<file path="config.mk">
export PLATFORM = sky130hd
export DESIGN_NAME = fpv_ctrl
export DESIGN_NICKNAME = d
export VERILOG_FILES = /design/src/fpv_pkg.sv /design/src/fpv_ctrl.sv
export SDC_FILE = /design/constraint.sdc
export NUM_CORES = 1
export LEC_CHECK = 0
export BUFFER_PORTS_ARGS = -buffer_cell sky130_fd_sc_hd__buf_2
export CORE_ASPECT_RATIO = 1.25
export CORE_MARGIN = 2
export CORE_UTILIZATION = 40
export DETAILED_ROUTE_END_ITERATION = 10
export PLACE_DENSITY = 0.68
export SYNTH_ARGS = -nofsm -noshare
export SYNTH_HDL_FRONTEND = slang
export SYNTH_SLANG_ARGS = --single-unit
export TNS_END_PERCENT = 50
</file>
<file path="constraint.sdc">
create_clock -name mclk -period 3.2 [get_ports mclk]
set_input_delay 0.64 -clock mclk [delete_from_list [all_inputs] [get_ports mclk]]
set_output_delay 0.64 -clock mclk [all_outputs]
set_load 0.02 [all_outputs]
</file>
<file path="src/fpv_pkg.sv">
// package: constants, types and register map of the vectored interrupt block
package fpv_pkg;
    // source index, ordered by priority; shared slots hold two adjacent entries
    localparam int NSRC       = 17;
    localparam int SRC_EXT0   = 0;
    localparam int SRC_EXT1   = 1;
    localparam int SRC_EXT2   = 2;
    localparam int SRC_KEY    = 3;
    localparam int SRC_CNT0   = 4;
    localparam int SRC_TMRX   = 5;
    localparam int SRC_TMR1   = 6;
    localparam int SRC_S1RX   = 10;
    localparam int SRC_S1TX   = 11;
    localparam int SRC_S2RX   = 12;
    localparam int SRC_S2TX   = 13;
    localparam int SRC_TMRY   = 14;
    localparam int SRC_CNT1   = 15;
    localparam int SRC_ADC    = 16;
    // priority slot of each source, slot 1 is reset and slot 17 the break
    localparam logic [NSRC*5-1:0] SRC_SLOT = {
        5'h10, 5'h0f, 5'h0f, 5'h0e, 5'h0d, 5'h0c, 5'h0b, 5'h0a, 5'h09,
        5'h08, 5'h07, 5'h06, 5'h05, 5'h04, 5'h04, 5'h03, 5'h02};
    localparam logic [4:0]  SLOT_RESET = 5'h01;
    localparam logic [4:0]  SLOT_BREAK = 5'h11;
    // vector low byte of slot n is VEC_TOP_LO minus twice (n-1)
    localparam logic [15:0] VEC_TOP_LO = 16'hfffc;
    // processor status
    localparam int          STAT_DIS_BIT = 2;
    localparam logic [7:0]  STAT_RST     = 8'h04;
    // register byte offsets
    localparam logic [7:0]  OFF_REQ    = 8'h00;
    localparam logic [7:0]  OFF_ENA    = 8'h04;
    localparam logic [7:0]  OFF_CFG    = 8'h08;
    localparam logic [7:0]  OFF_STAT   = 8'h0c;
    // configuration field positions
    localparam int CFG_EDGE_EXT0  = 0;
    localparam int CFG_EDGE_EXT1  = 1;
    localparam int CFG_EDGE_EXT2  = 2;
    localparam int CFG_EDGE_CNT0  = 3;
    localparam int CFG_EDGE_CNT1  = 4;
    localparam int CFG_SEL_KEY    = 5;
    localparam int CFG_SEL_CNT1   = 6;
    localparam int CFG_SEL_TMR    = 7;
    localparam int CFG_SEL_S1     = 11;
    localparam int CFG_SEL_S2     = 12;
    localparam int CFG_SEL_ADC    = 13;
    localparam int CFG_W          = 14;
    localparam logic [CFG_W-1:0] CFG_RST = 14'h0000;

    typedef enum logic [2:0] {
        ST_IDLE  = 3'b000,
        ST_PUSH_HI   = 3'b001,
        ST_PUSH_LO   = 3'b011,
        ST_PUSH_STAT = 3'b010,
        ST_VEC   = 3'b110,
        ST_RESET = 3'b100
    } fpv_state_e;

    // requests from the cpu sequencer
    typedef struct packed {
        logic        instr_done;
        logic        set_disable_instr;
        logic        clear_disable_instr;
        logic        return_from_interrupt;
        logic        software_break;
        logic        stat_wr;
        logic [7:0]  stat_wdata;
        logic [7:0]  ret_stat;
        logic [15:0] pc;
    } fpv_cpu_s;

    // peripheral request sources
    typedef struct packed {
        logic        ext_irq_zero;
        logic        ext_irq_one;
        logic        ext_irq_two;
        logic        counter_input_zero;
        logic        counter_input_one;
        logic [7:0]  key_port;
        logic        tmrx_uf;
        logic [3:0]  tmr_uf;
        logic        s1_rx_done;
        logic        s1_tx_done;
        logic        s1_tx_empty;
        logic        s2_rx_done;
        logic        s2_tx_done;
        logic        s2_tx_empty;
        logic        tmry_uf;
        logic        adc_done;
    } fpv_src_s;

    // entry sequence towards the cpu
    typedef struct packed {
        logic        push_valid;
        logic [7:0]  push_data;
        logic        vec_valid;
        logic [15:0] vec_lo_addr;
        logic [15:0] vec_hi_addr;
        logic [4:0]  slot;
    } fpv_seq_s;
endpackage : fpv_pkg

</file>
<file path="src/fpv_ctrl.sv">
// fixed-priority vectored interrupt controller with ahb-lite register port
`timescale 1ns/1ps
module fpv_ctrl (
    input  wire logic              mclk,
    input  wire logic              sys_rst,
    // ahb-lite slave
    input  wire logic              hsel,
    input  wire logic [31:0]       haddr,
    input  wire logic [1:0]        htrans,
    input  wire logic              hwrite,
    input  wire logic [2:0]        hsize,
    input  wire logic [31:0]       hwdata,
    input  wire logic              hready,
    output logic                   hreadyout,
    output logic                   hresp,
    output logic [31:0]            hrdata,
    // cpu and sources
    input  wire fpv_pkg::fpv_cpu_s cpu,
    input  wire fpv_pkg::fpv_src_s src,
    output fpv_pkg::fpv_seq_s      seq,
    output logic [7:0]             processor_status
);
    localparam int N = fpv_pkg::NSRC;

    logic [N-1:0]             req_reg;
    logic [N-1:0]             ena_reg;
    logic [fpv_pkg::CFG_W-1:0] cfg_reg;
    logic [7:0]               stat_reg;
    logic                     brk_pend_reg;
    fpv_pkg::fpv_state_e      st_reg;
    logic [4:0]               slot_reg;
    logic [N-1:0]             ev;
    logic [N-1:0]             valid_src;
    logic [N-1:0]             pend;
    logic [N-1:0]             win_onehot;
    logic [4:0]               win_slot;
    logic                     any_pend;
    logic                     take_mask;
    logic                     take_brk;
    logic [15:0]              vec_lo;

    // edge detectors: previous levels and an arm flag against a false first edge
    logic [4:0] pin_prev_reg;
    logic       key_prev_reg;
    logic       armed_reg;
    logic [4:0] pin_now;
    logic [4:0] edge_sel;
    logic [4:0] pin_edge;
    logic       key_and;
    logic       key_fall;

    // ahb address-phase capture
    logic       ph_wr_reg;
    logic [7:0] ph_addr_reg;
    logic       ph_valid;
    logic       wr_req;
    logic       wr_ena;
    logic       wr_cfg;

    assign hreadyout = 1'b1;
    assign hresp     = 1'b0;
    assign processor_status = stat_reg;

    assign pin_now  = {src.counter_input_one, src.counter_input_zero,
                       src.ext_irq_two, src.ext_irq_one, src.ext_irq_zero};
    assign edge_sel = {cfg_reg[fpv_pkg::CFG_EDGE_CNT1], cfg_reg[fpv_pkg::CFG_EDGE_CNT0],
                       cfg_reg[fpv_pkg::CFG_EDGE_EXT2], cfg_reg[fpv_pkg::CFG_EDGE_EXT1],
                       cfg_reg[fpv_pkg::CFG_EDGE_EXT0]};
    assign key_and  = &src.key_port;

    // edge select 1 = rising, 0 = falling
    always_comb begin
        for (int i = 0; i < 5; i++) begin
            pin_edge[i] = armed_reg && (edge_sel[i] ? (pin_now[i] && !pin_prev_reg[i])
                                                    : (!pin_now[i] && pin_prev_reg[i]));
        end
    end
    assign key_fall = armed_reg && key_prev_reg && !key_and;

    // sampled levels of edge inputs
    always_ff @(posedge mclk) begin
        if (sys_rst) begin
            pin_prev_reg <= 5'h00;
            key_prev_reg <= 1'b0;
            armed_reg    <= 1'b0;
        end else begin
            pin_prev_reg <= pin_now;
            key_prev_reg <= key_and;
            armed_reg    <= 1'b1;
        end
    end

    // source selection: unselected sources raise nothing
    always_comb begin
        valid_src                      = '1;
        valid_src[fpv_pkg::SRC_EXT2]   = !cfg_reg[fpv_pkg::CFG_SEL_KEY];
        valid_src[fpv_pkg::SRC_KEY]    = cfg_reg[fpv_pkg::CFG_SEL_KEY];
        for (int t = 0; t < 4; t++) begin
            valid_src[fpv_pkg::SRC_TMR1 + t] = cfg_reg[fpv_pkg::CFG_SEL_TMR + t];
        end
        valid_src[fpv_pkg::SRC_S1RX]   = cfg_reg[fpv_pkg::CFG_SEL_S1];
        valid_src[fpv_pkg::SRC_S1TX]   = cfg_reg[fpv_pkg::CFG_SEL_S1];
        valid_src[fpv_pkg::SRC_S2RX]   = cfg_reg[fpv_pkg::CFG_SEL_S2];
        valid_src[fpv_pkg::SRC_S2TX]   = cfg_reg[fpv_pkg::CFG_SEL_S2];
        valid_src[fpv_pkg::SRC_TMRY]   = !cfg_reg[fpv_pkg::CFG_SEL_CNT1];
        valid_src[fpv_pkg::SRC_CNT1]   = cfg_reg[fpv_pkg::CFG_SEL_CNT1];
        valid_src[fpv_pkg::SRC_ADC]    = cfg_reg[fpv_pkg::CFG_SEL_ADC];
    end

    // raw source events in priority order
    always_comb begin
        ev                           = '0;
        ev[fpv_pkg::SRC_EXT0]        = pin_edge[0];
        ev[fpv_pkg::SRC_EXT1]        = pin_edge[1];
        ev[fpv_pkg::SRC_EXT2]        = pin_edge[2];
        ev[fpv_pkg::SRC_KEY]         = key_fall;
        ev[fpv_pkg::SRC_CNT0]        = pin_edge[3];
        ev[fpv_pkg::SRC_TMRX]        = src.tmrx_uf;
        for (int t = 0; t < 4; t++) begin
            ev[fpv_pkg::SRC_TMR1 + t] = src.tmr_uf[t];
        end
        ev[fpv_pkg::SRC_S1RX]        = src.s1_rx_done;
        ev[fpv_pkg::SRC_S1TX]        = src.s1_tx_done | src.s1_tx_empty;
        ev[fpv_pkg::SRC_S2RX]        = src.s2_rx_done;
        ev[fpv_pkg::SRC_S2TX]        = src.s2_tx_done | src.s2_tx_empty;
        ev[fpv_pkg::SRC_TMRY]        = src.tmry_uf;
        ev[fpv_pkg::SRC_CNT1]        = pin_edge[4];
        ev[fpv_pkg::SRC_ADC]         = src.adc_done;
        ev                           = ev & valid_src;
    end

    // pending = request, enable and selection; lowest index wins
    assign pend     = req_reg & ena_reg & valid_src;
    assign any_pend = |pend;
    always_comb begin
        win_onehot = '0;
        win_slot   = fpv_pkg::SLOT_BREAK;
        for (int i = N - 1; i >= 0; i--) begin
            if (pend[i]) begin
                win_onehot = '0;
                win_onehot[i] = 1'b1;
                win_slot = fpv_pkg::SRC_SLOT[i*5 +: 5];
            end
        end
    end

    // acceptance only at an instruction boundary while idle
    assign take_mask = (st_reg == fpv_pkg::ST_IDLE) && cpu.instr_done && any_pend
                       && !stat_reg[fpv_pkg::STAT_DIS_BIT];
    // break ignores the flag but yields to a higher accepted source
    assign take_brk  = (st_reg == fpv_pkg::ST_IDLE) && cpu.instr_done && !take_mask
                       && (brk_pend_reg || cpu.software_break);

    // ahb: capture address phase, write in data phase
    assign ph_valid = hsel && hready && htrans[1];
    always_ff @(posedge mclk) begin
        if (sys_rst) begin
            ph_wr_reg   <= 1'b0;
            ph_addr_reg <= 8'h00;
        end else if (hready) begin
            ph_wr_reg   <= ph_valid && hwrite;
            ph_addr_reg <= haddr[7:0];
        end
    end
    assign wr_req = ph_wr_reg && (ph_addr_reg == fpv_pkg::OFF_REQ);
    assign wr_ena = ph_wr_reg && (ph_addr_reg == fpv_pkg::OFF_ENA);
    assign wr_cfg = ph_wr_reg && (ph_addr_reg == fpv_pkg::OFF_CFG);

    // read data registered at the address phase; unmapped reads give zero
    always_ff @(posedge mclk) begin
        if (sys_rst) begin
            hrdata <= 32'h00000000;
        end else if (ph_valid && !hwrite) begin
            case (haddr[7:0])
                fpv_pkg::OFF_REQ:  hrdata <= {15'h0000, req_reg};
                fpv_pkg::OFF_ENA:  hrdata <= {15'h0000, ena_reg};
                fpv_pkg::OFF_CFG:  hrdata <= {18'h00000, cfg_reg};
                fpv_pkg::OFF_STAT: hrdata <= {16'h0000, 3'h0, slot_reg,
                                              stat_reg};
                default:           hrdata <= 32'h00000000;
            endcase
        end
    end

    // request bits: events set even when disabled; set wins over any clear
    always_ff @(posedge mclk) begin
        if (sys_rst) begin
            req_reg <= '0;
        end else begin
            req_reg <= (req_reg
                        & ~(wr_req ? ~hwdata[N-1:0] : '0)
                        & ~(take_mask ? win_onehot : '0))
                       | ev;
        end
    end

    // enable bits and configuration
    always_ff @(posedge mclk) begin
        if (sys_rst) begin
            ena_reg <= '0;
            cfg_reg <= fpv_pkg::CFG_RST;
        end else begin
            if (wr_ena) begin
                ena_reg <= hwdata[N-1:0];
            end
            if (wr_cfg) begin
                cfg_reg <= hwdata[fpv_pkg::CFG_W-1:0];
            end
        end
    end

    // break request held until its own acceptance
    always_ff @(posedge mclk) begin
        if (sys_rst) begin
            brk_pend_reg <= 1'b0;
        end else if (cpu.software_break && !take_brk) begin
            brk_pend_reg <= 1'b1;
        end else if (take_brk) begin
            brk_pend_reg <= 1'b0;
        end
    end

    // processor status: entry forces the flag only after the status push
    always_ff @(posedge mclk) begin
        if (sys_rst) begin
            stat_reg <= fpv_pkg::STAT_RST;
        end else if (st_reg == fpv_pkg::ST_PUSH_STAT) begin
            stat_reg[fpv_pkg::STAT_DIS_BIT] <= 1'b1;
        end else if (cpu.return_from_interrupt) begin
            stat_reg <= cpu.ret_stat;
        end else if (cpu.set_disable_instr) begin
            stat_reg[fpv_pkg::STAT_DIS_BIT] <= 1'b1;
        end else if (cpu.clear_disable_instr) begin
            stat_reg[fpv_pkg::STAT_DIS_BIT] <= 1'b0;
        end else if (cpu.stat_wr) begin
            stat_reg <= cpu.stat_wdata;
        end
    end

    // entry sequencer; reset runs the same vector load as slot 1
    always_ff @(posedge mclk) begin
        if (sys_rst) begin
            st_reg   <= fpv_pkg::ST_RESET;
            slot_reg <= fpv_pkg::SLOT_RESET;
        end else begin
            case (st_reg)
                fpv_pkg::ST_RESET: st_reg <= fpv_pkg::ST_VEC;
                fpv_pkg::ST_IDLE: begin
                    if (take_mask) begin
                        st_reg   <= fpv_pkg::ST_PUSH_HI;
                        slot_reg <= win_slot;
                    end else if (take_brk) begin
                        st_reg   <= fpv_pkg::ST_PUSH_HI;
                        slot_reg <= fpv_pkg::SLOT_BREAK;
                    end
                end
                fpv_pkg::ST_PUSH_HI:   st_reg <= fpv_pkg::ST_PUSH_LO;
                fpv_pkg::ST_PUSH_LO:   st_reg <= fpv_pkg::ST_PUSH_STAT;
                fpv_pkg::ST_PUSH_STAT: st_reg <= fpv_pkg::ST_VEC;
                fpv_pkg::ST_VEC:   st_reg <= fpv_pkg::ST_IDLE;
                default:           st_reg <= fpv_pkg::ST_IDLE;
            endcase
        end
    end

    // vector of current slot: low byte address steps down two per slot
    assign vec_lo = fpv_pkg::VEC_TOP_LO - {10'h000, slot_reg - 5'h01, 1'b0};

    // registered outputs towards the cpu; pc is sampled while pushing
    always_ff @(posedge mclk) begin
        if (sys_rst) begin
            seq <= '0;
        end else begin
            seq.push_valid  <= 1'b0;
            seq.vec_valid   <= 1'b0;
            seq.slot        <= slot_reg;
            seq.vec_lo_addr <= vec_lo;
            seq.vec_hi_addr <= vec_lo + 16'h0001;
            case (st_reg)
                fpv_pkg::ST_PUSH_HI: begin
                    seq.push_valid <= 1'b1;
                    seq.push_data  <= cpu.pc[15:8];
                end
                fpv_pkg::ST_PUSH_LO: begin
                    seq.push_valid <= 1'b1;
                    seq.push_data  <= cpu.pc[7:0];
                end
                fpv_pkg::ST_PUSH_STAT: begin
                    seq.push_valid <= 1'b1;
                    seq.push_data  <= stat_reg;
                end
                fpv_pkg::ST_VEC: begin
                    seq.vec_valid  <= 1'b1;
                end
                default: begin
                    seq.push_data  <= seq.push_data;
                end
            endcase
        end
    end
endmodule : fpv_ctrl

</file>
---- Word level (Yosys, flattened, before mapping) ----
Cells that the tools add are included.
word-level totals
  bits in read-only memories .............. 0
  memories kept ........................... 0
  input bits .............................. 138
  memory bits (writable) .................. 0
  latch bits .............................. 0
  output and inout port bits .............. 89
  logic and storage cells ................. 172
  register bits ........................... 152
cells by class
  eq/ne operators ......................... 13
  multipliers ............................. 0
  $lt $le $gt $ge ......................... 0
  bitwise operators ....................... 12
  divide/modulo/power cells ............... 0
  $add $sub $neg .......................... 3
  reduce and logical (&&, ||, !) cells .... 63
  shift-type cells ........................ 0
  muxes and demuxes ....................... 61
operators with widths
  operator             number
  $mux 17              19
  $mux 5               20
  $and 17x17->17       5
  $pmux 17 s4          1
  $not 17->17          3
  $logic_and 1x1->1    30
  $eq 8x4->1 const B   3
  $pmux 8 s3           1
  $logic_not 1->1      17
  $or 17x17->17        1
  $reduce_or 17->1     1
  $eq 8x3->1 const B   2
  $logic_not 8->1      2
  $mux 8               2
  $mux 1               13
  $pmux 3 s4           1
  $add 8x2->9 const B  1
  $reduce_and 8->1     1
  $sub 3x7->8 const A  1
  $eq 3x2->1 const B   2
  $eq 3x3->1 const B   2
  $mux 3               2
  $reduce_bool 2->1    3
  $sub 5x1->5 const B  1
  14 further kinds     18

---- Depth between registers and ports, before layout ----
  depth after elaboration ................. 23
  depth in mapped cells ................... 9
  depth with buffers taken out ............ 8

---- Worst setup path after synthesis ----
Ideal clock, no wire load.
  path type ............................... input to register
  start ................................... in haddr[2]
  end ..................................... reg hrdata[9]
  library setup time ...................... 0.128 ns
  slack ................................... 1.023 ns
  stages .................................. 5
  data required time ...................... 3.072 ns
  arrival ................................. 2.049 ns
  buffers on the path ..................... 2
  cell sequence ........................... buf_2 clkbuf_1 mux4_2 a22oi_1 nor2_1
on the way
  longest elaborated chain between the ends .. 2
  elaborated cells on any way between the ends .. 5
  classes of those cells .................. eq/ne: 3; mux: 1; reduce/logical: 1
RTL lines
  element                                   line             text
  from (decl)                               fpv_ctrl.sv:8    input wire logic [31:0] haddr,
  $eq 8x4->1, or another cell as far along  fpv_ctrl.sv:174  case (haddr[7:0])
  $pmux 17 s4 *                             fpv_ctrl.sv:174
  to (signal assigned)                      fpv_ctrl.sv:175  fpv_pkg::OFF_REQ: hrdata <= {15'h0000, req_reg};
  to (signal assigned)                      fpv_ctrl.sv:176  fpv_pkg::OFF_ENA: hrdata <= {15'h0000, ena_reg};
  to (signal assigned)                      fpv_ctrl.sv:177  fpv_pkg::OFF_CFG: hrdata <= {18'h00000, cfg_reg};
  to (decl)                                 fpv_ctrl.sv:16   output logic [31:0] hrdata,
Every way passes the cells marked *; elsewhere a longest branch is shown, timed or not.
A chain may end at the register's enable or synchronous reset.

---- Worst setup path in the final report ----
  start ................................... reg st_reg[1]
  end ..................................... reg req_reg[13]
on the way
  longest elaborated chain between the ends .. 8
RTL lines
  element                          line             text
  from (decl)                      fpv_ctrl.sv:30   fpv_pkg::fpv_state_e st_reg;
  from (signal assigned)           fpv_ctrl.sv:243  st_reg <= fpv_pkg::ST_RESET;
  from (signal assigned)           fpv_ctrl.sv:247  fpv_pkg::ST_RESET: st_reg <= fpv_pkg::ST_VEC;
  from (signal assigned)           fpv_ctrl.sv:250  st_reg <= fpv_pkg::ST_PUSH_HI;
  $logic_not 3->1                  fpv_ctrl.sv:148  assign take_mask = (st_reg == fpv_pkg::ST_IDLE) && cpu.instr_done && any_pend
  $logic_and 1x1->1 (2 in series)  fpv_ctrl.sv:148
  $logic_and 1x1->1                fpv_ctrl.sv:149  && !stat_reg[fpv_pkg::STAT_DIS_BIT];
  $mux 17                          fpv_ctrl.sv:192  & ~(take_mask ? win_onehot : '0))
  $not 17->17                      fpv_ctrl.sv:192
  $and 17x17->17                   fpv_ctrl.sv:192
  $or 17x17->17                    fpv_ctrl.sv:193  | ev;
  to (signal assigned)             fpv_ctrl.sv:190  req_reg <= (req_reg
  to (decl)                        fpv_ctrl.sv:25   logic [N-1:0] req_reg;
No other way between the ends.

==> impl_summary.md <==
Status
The run finished with clean final reports.

Clock network
The number of gates resized after CTS is 0. The cell sitting at the root of the clock tree is a clkbuf_16. After clock tree synthesis, the clock-pin slew on the worst setup and hold paths is 50 ps.

The largest buffer count on any clock path is 2. Counting every sink on the clock net gives 120. The TritonCTS buffer count is 17. Buffers inserted to repair hold after CTS numbered 0.

The insertion delay to the later sink of the worst-skew pair is around 400 ps. The post-CTS repair timing setup buffer count is 0. The level count of the clock H-tree is 4.

TritonCTS built the clock tree.

Die
The site row count is 49. The die area is 0.0154 sq mm. The overall die width is roughly 110 microns. The count of pins on the block boundary is 227. In this run the standard cell core region covers 0.0142 sq mm. The effective utilization at floorplan is 40.5%. The die is 138 microns tall.

Route
The vias after detailed routing is 5094. The first routing iteration left 283 violations. In this run the remaining antenna-violating nets after routing total 0. The final routed wirelength across all metal layers is 15500 microns.

The via density per instance is 5.28. The post-detailed-route wirelength per cell is 16.1 microns. The pre-antenna-repair detailed-routing pass consisted of 5 iterations. The number of remaining DRC errors is 0.

Power and ir drop
The power per cell area is 607 mW/mm^2. For this design the static power due to leakage is 3.20 nW. VDD sags by at most around 0.37 mV. Overall power consumption after layout is estimated at 0.00429 W.

Synthesis
The most frequent cell after synthesis is dfxtp_1. After synthesis, flip-flops and latches occupy 41.7% of the total area. The cell area after technology mapping is approximately 0.0058 sq mm. The largest total area in the synthesized netlist belongs to dfxtp_1.

Synthesis produced around 650 cells. Averaged over all synthesized cells, the footprint is 8.91 sq um. The flip-flop cell with the highest count after synthesis is dfxtp_1. The number of warnings reported in the yosys synthesis log is 0.

The share of Yosys cell area claimed by the top area cell type is 41.7%. After synthesis, the cell types taking the most area are dfxtp_1 (42%), mux2i_1 (7.3%), nor2_1 (5.7%). The async set or reset register ratio after synthesis is 0%. The number of distinct standard cells referenced by the synthesized netlist is 62. By count the netlist is led by dfxtp_1 (120), nor2_1 (88), nand2_1 (78), buf_4 (42), mux2i_1 (42). The number of flops mapped to enable cells by yosys is 0. In this run, synthesis produced a sequential element count of 120.

Timing
In the final timing run, aggregate negative setup slack is 0 ps. The final worst-path cycle share is 70.4%. Derived from the worst setup path, the maximum achievable clock frequency is 0.444 GHz. The final-report max-slew violation count is 0.

Subtracting the final worst setup slack from the clock period gives 2250 ps. Setup repair after global routing left no endpoint under its margin. The final hold violation count was 0. Final hold analysis gives a worst-case slack of 458 ps. The relative slew slack is between 40% and 50%.

The transition time at the pin with the least slew margin is 833 ps. The worst clock skew is about 7.4 ps. The final-report setup violation count is 0.

Worst setup path
In this design, the stage delay of the slowest critical-path cell is 590 ps. The reg2reg setup slack is 950 ps. Counting cells, the worst reg-to-reg path comes to 6. The type of element launching the critical path is a flip-flop. The sort of element at the end of the critical path is a flip-flop.

The class of the most critical setup path is flip-flop to flip-flop. At the worst endpoint, the required time is around 3500 ps. The maximum fanout count along the critical path is 13. The worst path arrival time is 2510 ps. The critical-path cell with the highest stage delay is nor4b_1. Walking the worst path, the cells encountered are nor4b_1 -> nand2b_1 -> nor3_1 -> nand2_1 -> o31ai_1 -> a21oi_1.

GRT
The first-pass GRT wire length is roughly 24000 microns. The number of antenna violations at the first check in global routing came to 1. Global routing used about a fifth of the available tracks. The met3 layer usage reported by global route is 4.47%. The via count of the first global-routing pass is 4803. The busiest layer in global routing is met2. Entering global routing, the biggest net connects a little under 70 pins.

The met1 usage in global routing is between 20 and 25%. The met2 layer usage reported by global route is 34.2%. The overflow left after global routing is 0.

Placement
The number of input and output port buffers inserted is 165. After legalization and detailed placement, the total HPWL measured 10900 microns. The routability-driven placement congestion ratio is 0.852.

Finish
The area added between synthesis and finish is 22.7%. The register with the most flip-flops in the layout has 22 of them. 0 antenna diodes ended up in the layout. Cells with a size suffix above 1 make up 29.6% of the layout. The register name with the most flops is seq. The number of nets at the end of the flow is just over 900. Once layout is complete, the utilization of the core stands at about half.

Worst hold path
In this run the worst hold path is classified as flip-flop to flip-flop. The hold-critical path depth is 2.

Flow run
The max-cap check violation count is 0.
[per-stage QoR]
stage	instance area [sq um]	setup WS, ps	cells
2_1_floorplan	5820	1020	662
5_1_grt	7060	786	964
3_5_place_dp	6450	912	933
3_3_place_gp	6450	934	933
6_report	7060	947	964
4_1_cts	7060	998	964
[where the power goes]
| part | switching (W) | internal, W |
|---|---|---|
| logic | 0.000365 | 0.000248 |
| clock network | 0.000661 | 0.00133 |
| registers | 0.0000982 | 0.00158 |
| total | 0.00112 | 0.00316 |
[per-layer routing]
metal,up-vias,part of all wire [%]
li1,2506,-
met1,2355,42
met2,210,49
met3,23,6.9
met4,0,1.8
met5,-,0
[cell families (layout without fill, tap and decap cells)]
family,after synthesis,count (layout),synth area share [%]
AO/OA/AOI/OAI,131,131,16.3
XOR/XNOR,7,7,1.07
adder cells (fa/ha/maj),1,1,0.217
buffers and inverters,85,209,8.45
flip-flops,120,120,41.7
multiplexers,58,58,13.0
other,2,18,0.130
AND/OR/NAND/NOR,242,242,19.0
[critical path, delay by kind of cell (launching register included)]
kind,cells,cell delay (ps)
DFF,1,500
AOI/OAI and AO/OA,2,360
and+or+nand+nor,4,1240
[path summary, 6_finish.rpt]
path,endpoint,from
setup / recovery,req_reg[13],st_reg[1]
hold / removal,req_reg[3],key_prev_reg
setup reg to reg,req_reg[13],st_reg[1]
hold reg to reg,req_reg[3],key_prev_reg
[cell type report]
| class | instances | area [sq um] |
|---|---|---|
| flip-flops and latches | 120 | 2400 |
| fillers | 1381 | 7160 |
| clock buffers | 22 | 464 |
| repair buffers | 171 | 873 |
| inverters | 7 | 26.3 |
| multi-input cells | 457 | 2930 |
| well taps | 178 | 223 |
| clock inverters | 9 | 148 |
[cells in the final DEF, fill, tap and decap left out, types with 8 or more instances in the layout]
cell	synthesis	routed
mux4_2	12	12
buf_2	2	164
a211oi_1	11	11
clkbuf_16	0	17
a22oi_1	17	17
o21ai_0	17	17
a21oi_1	31	31
conb_1	2	18
nor3_1	11	11
o221a_2	8	8
nand3_1	14	14
nand2_1	78	78
nand2b_1	8	8
nor2_1	88	88
mux2i_1	42	42
dfxtp_1	120	120
nor2b_1	12	12
Note: power is estimated with default switching activity, not from simulation.
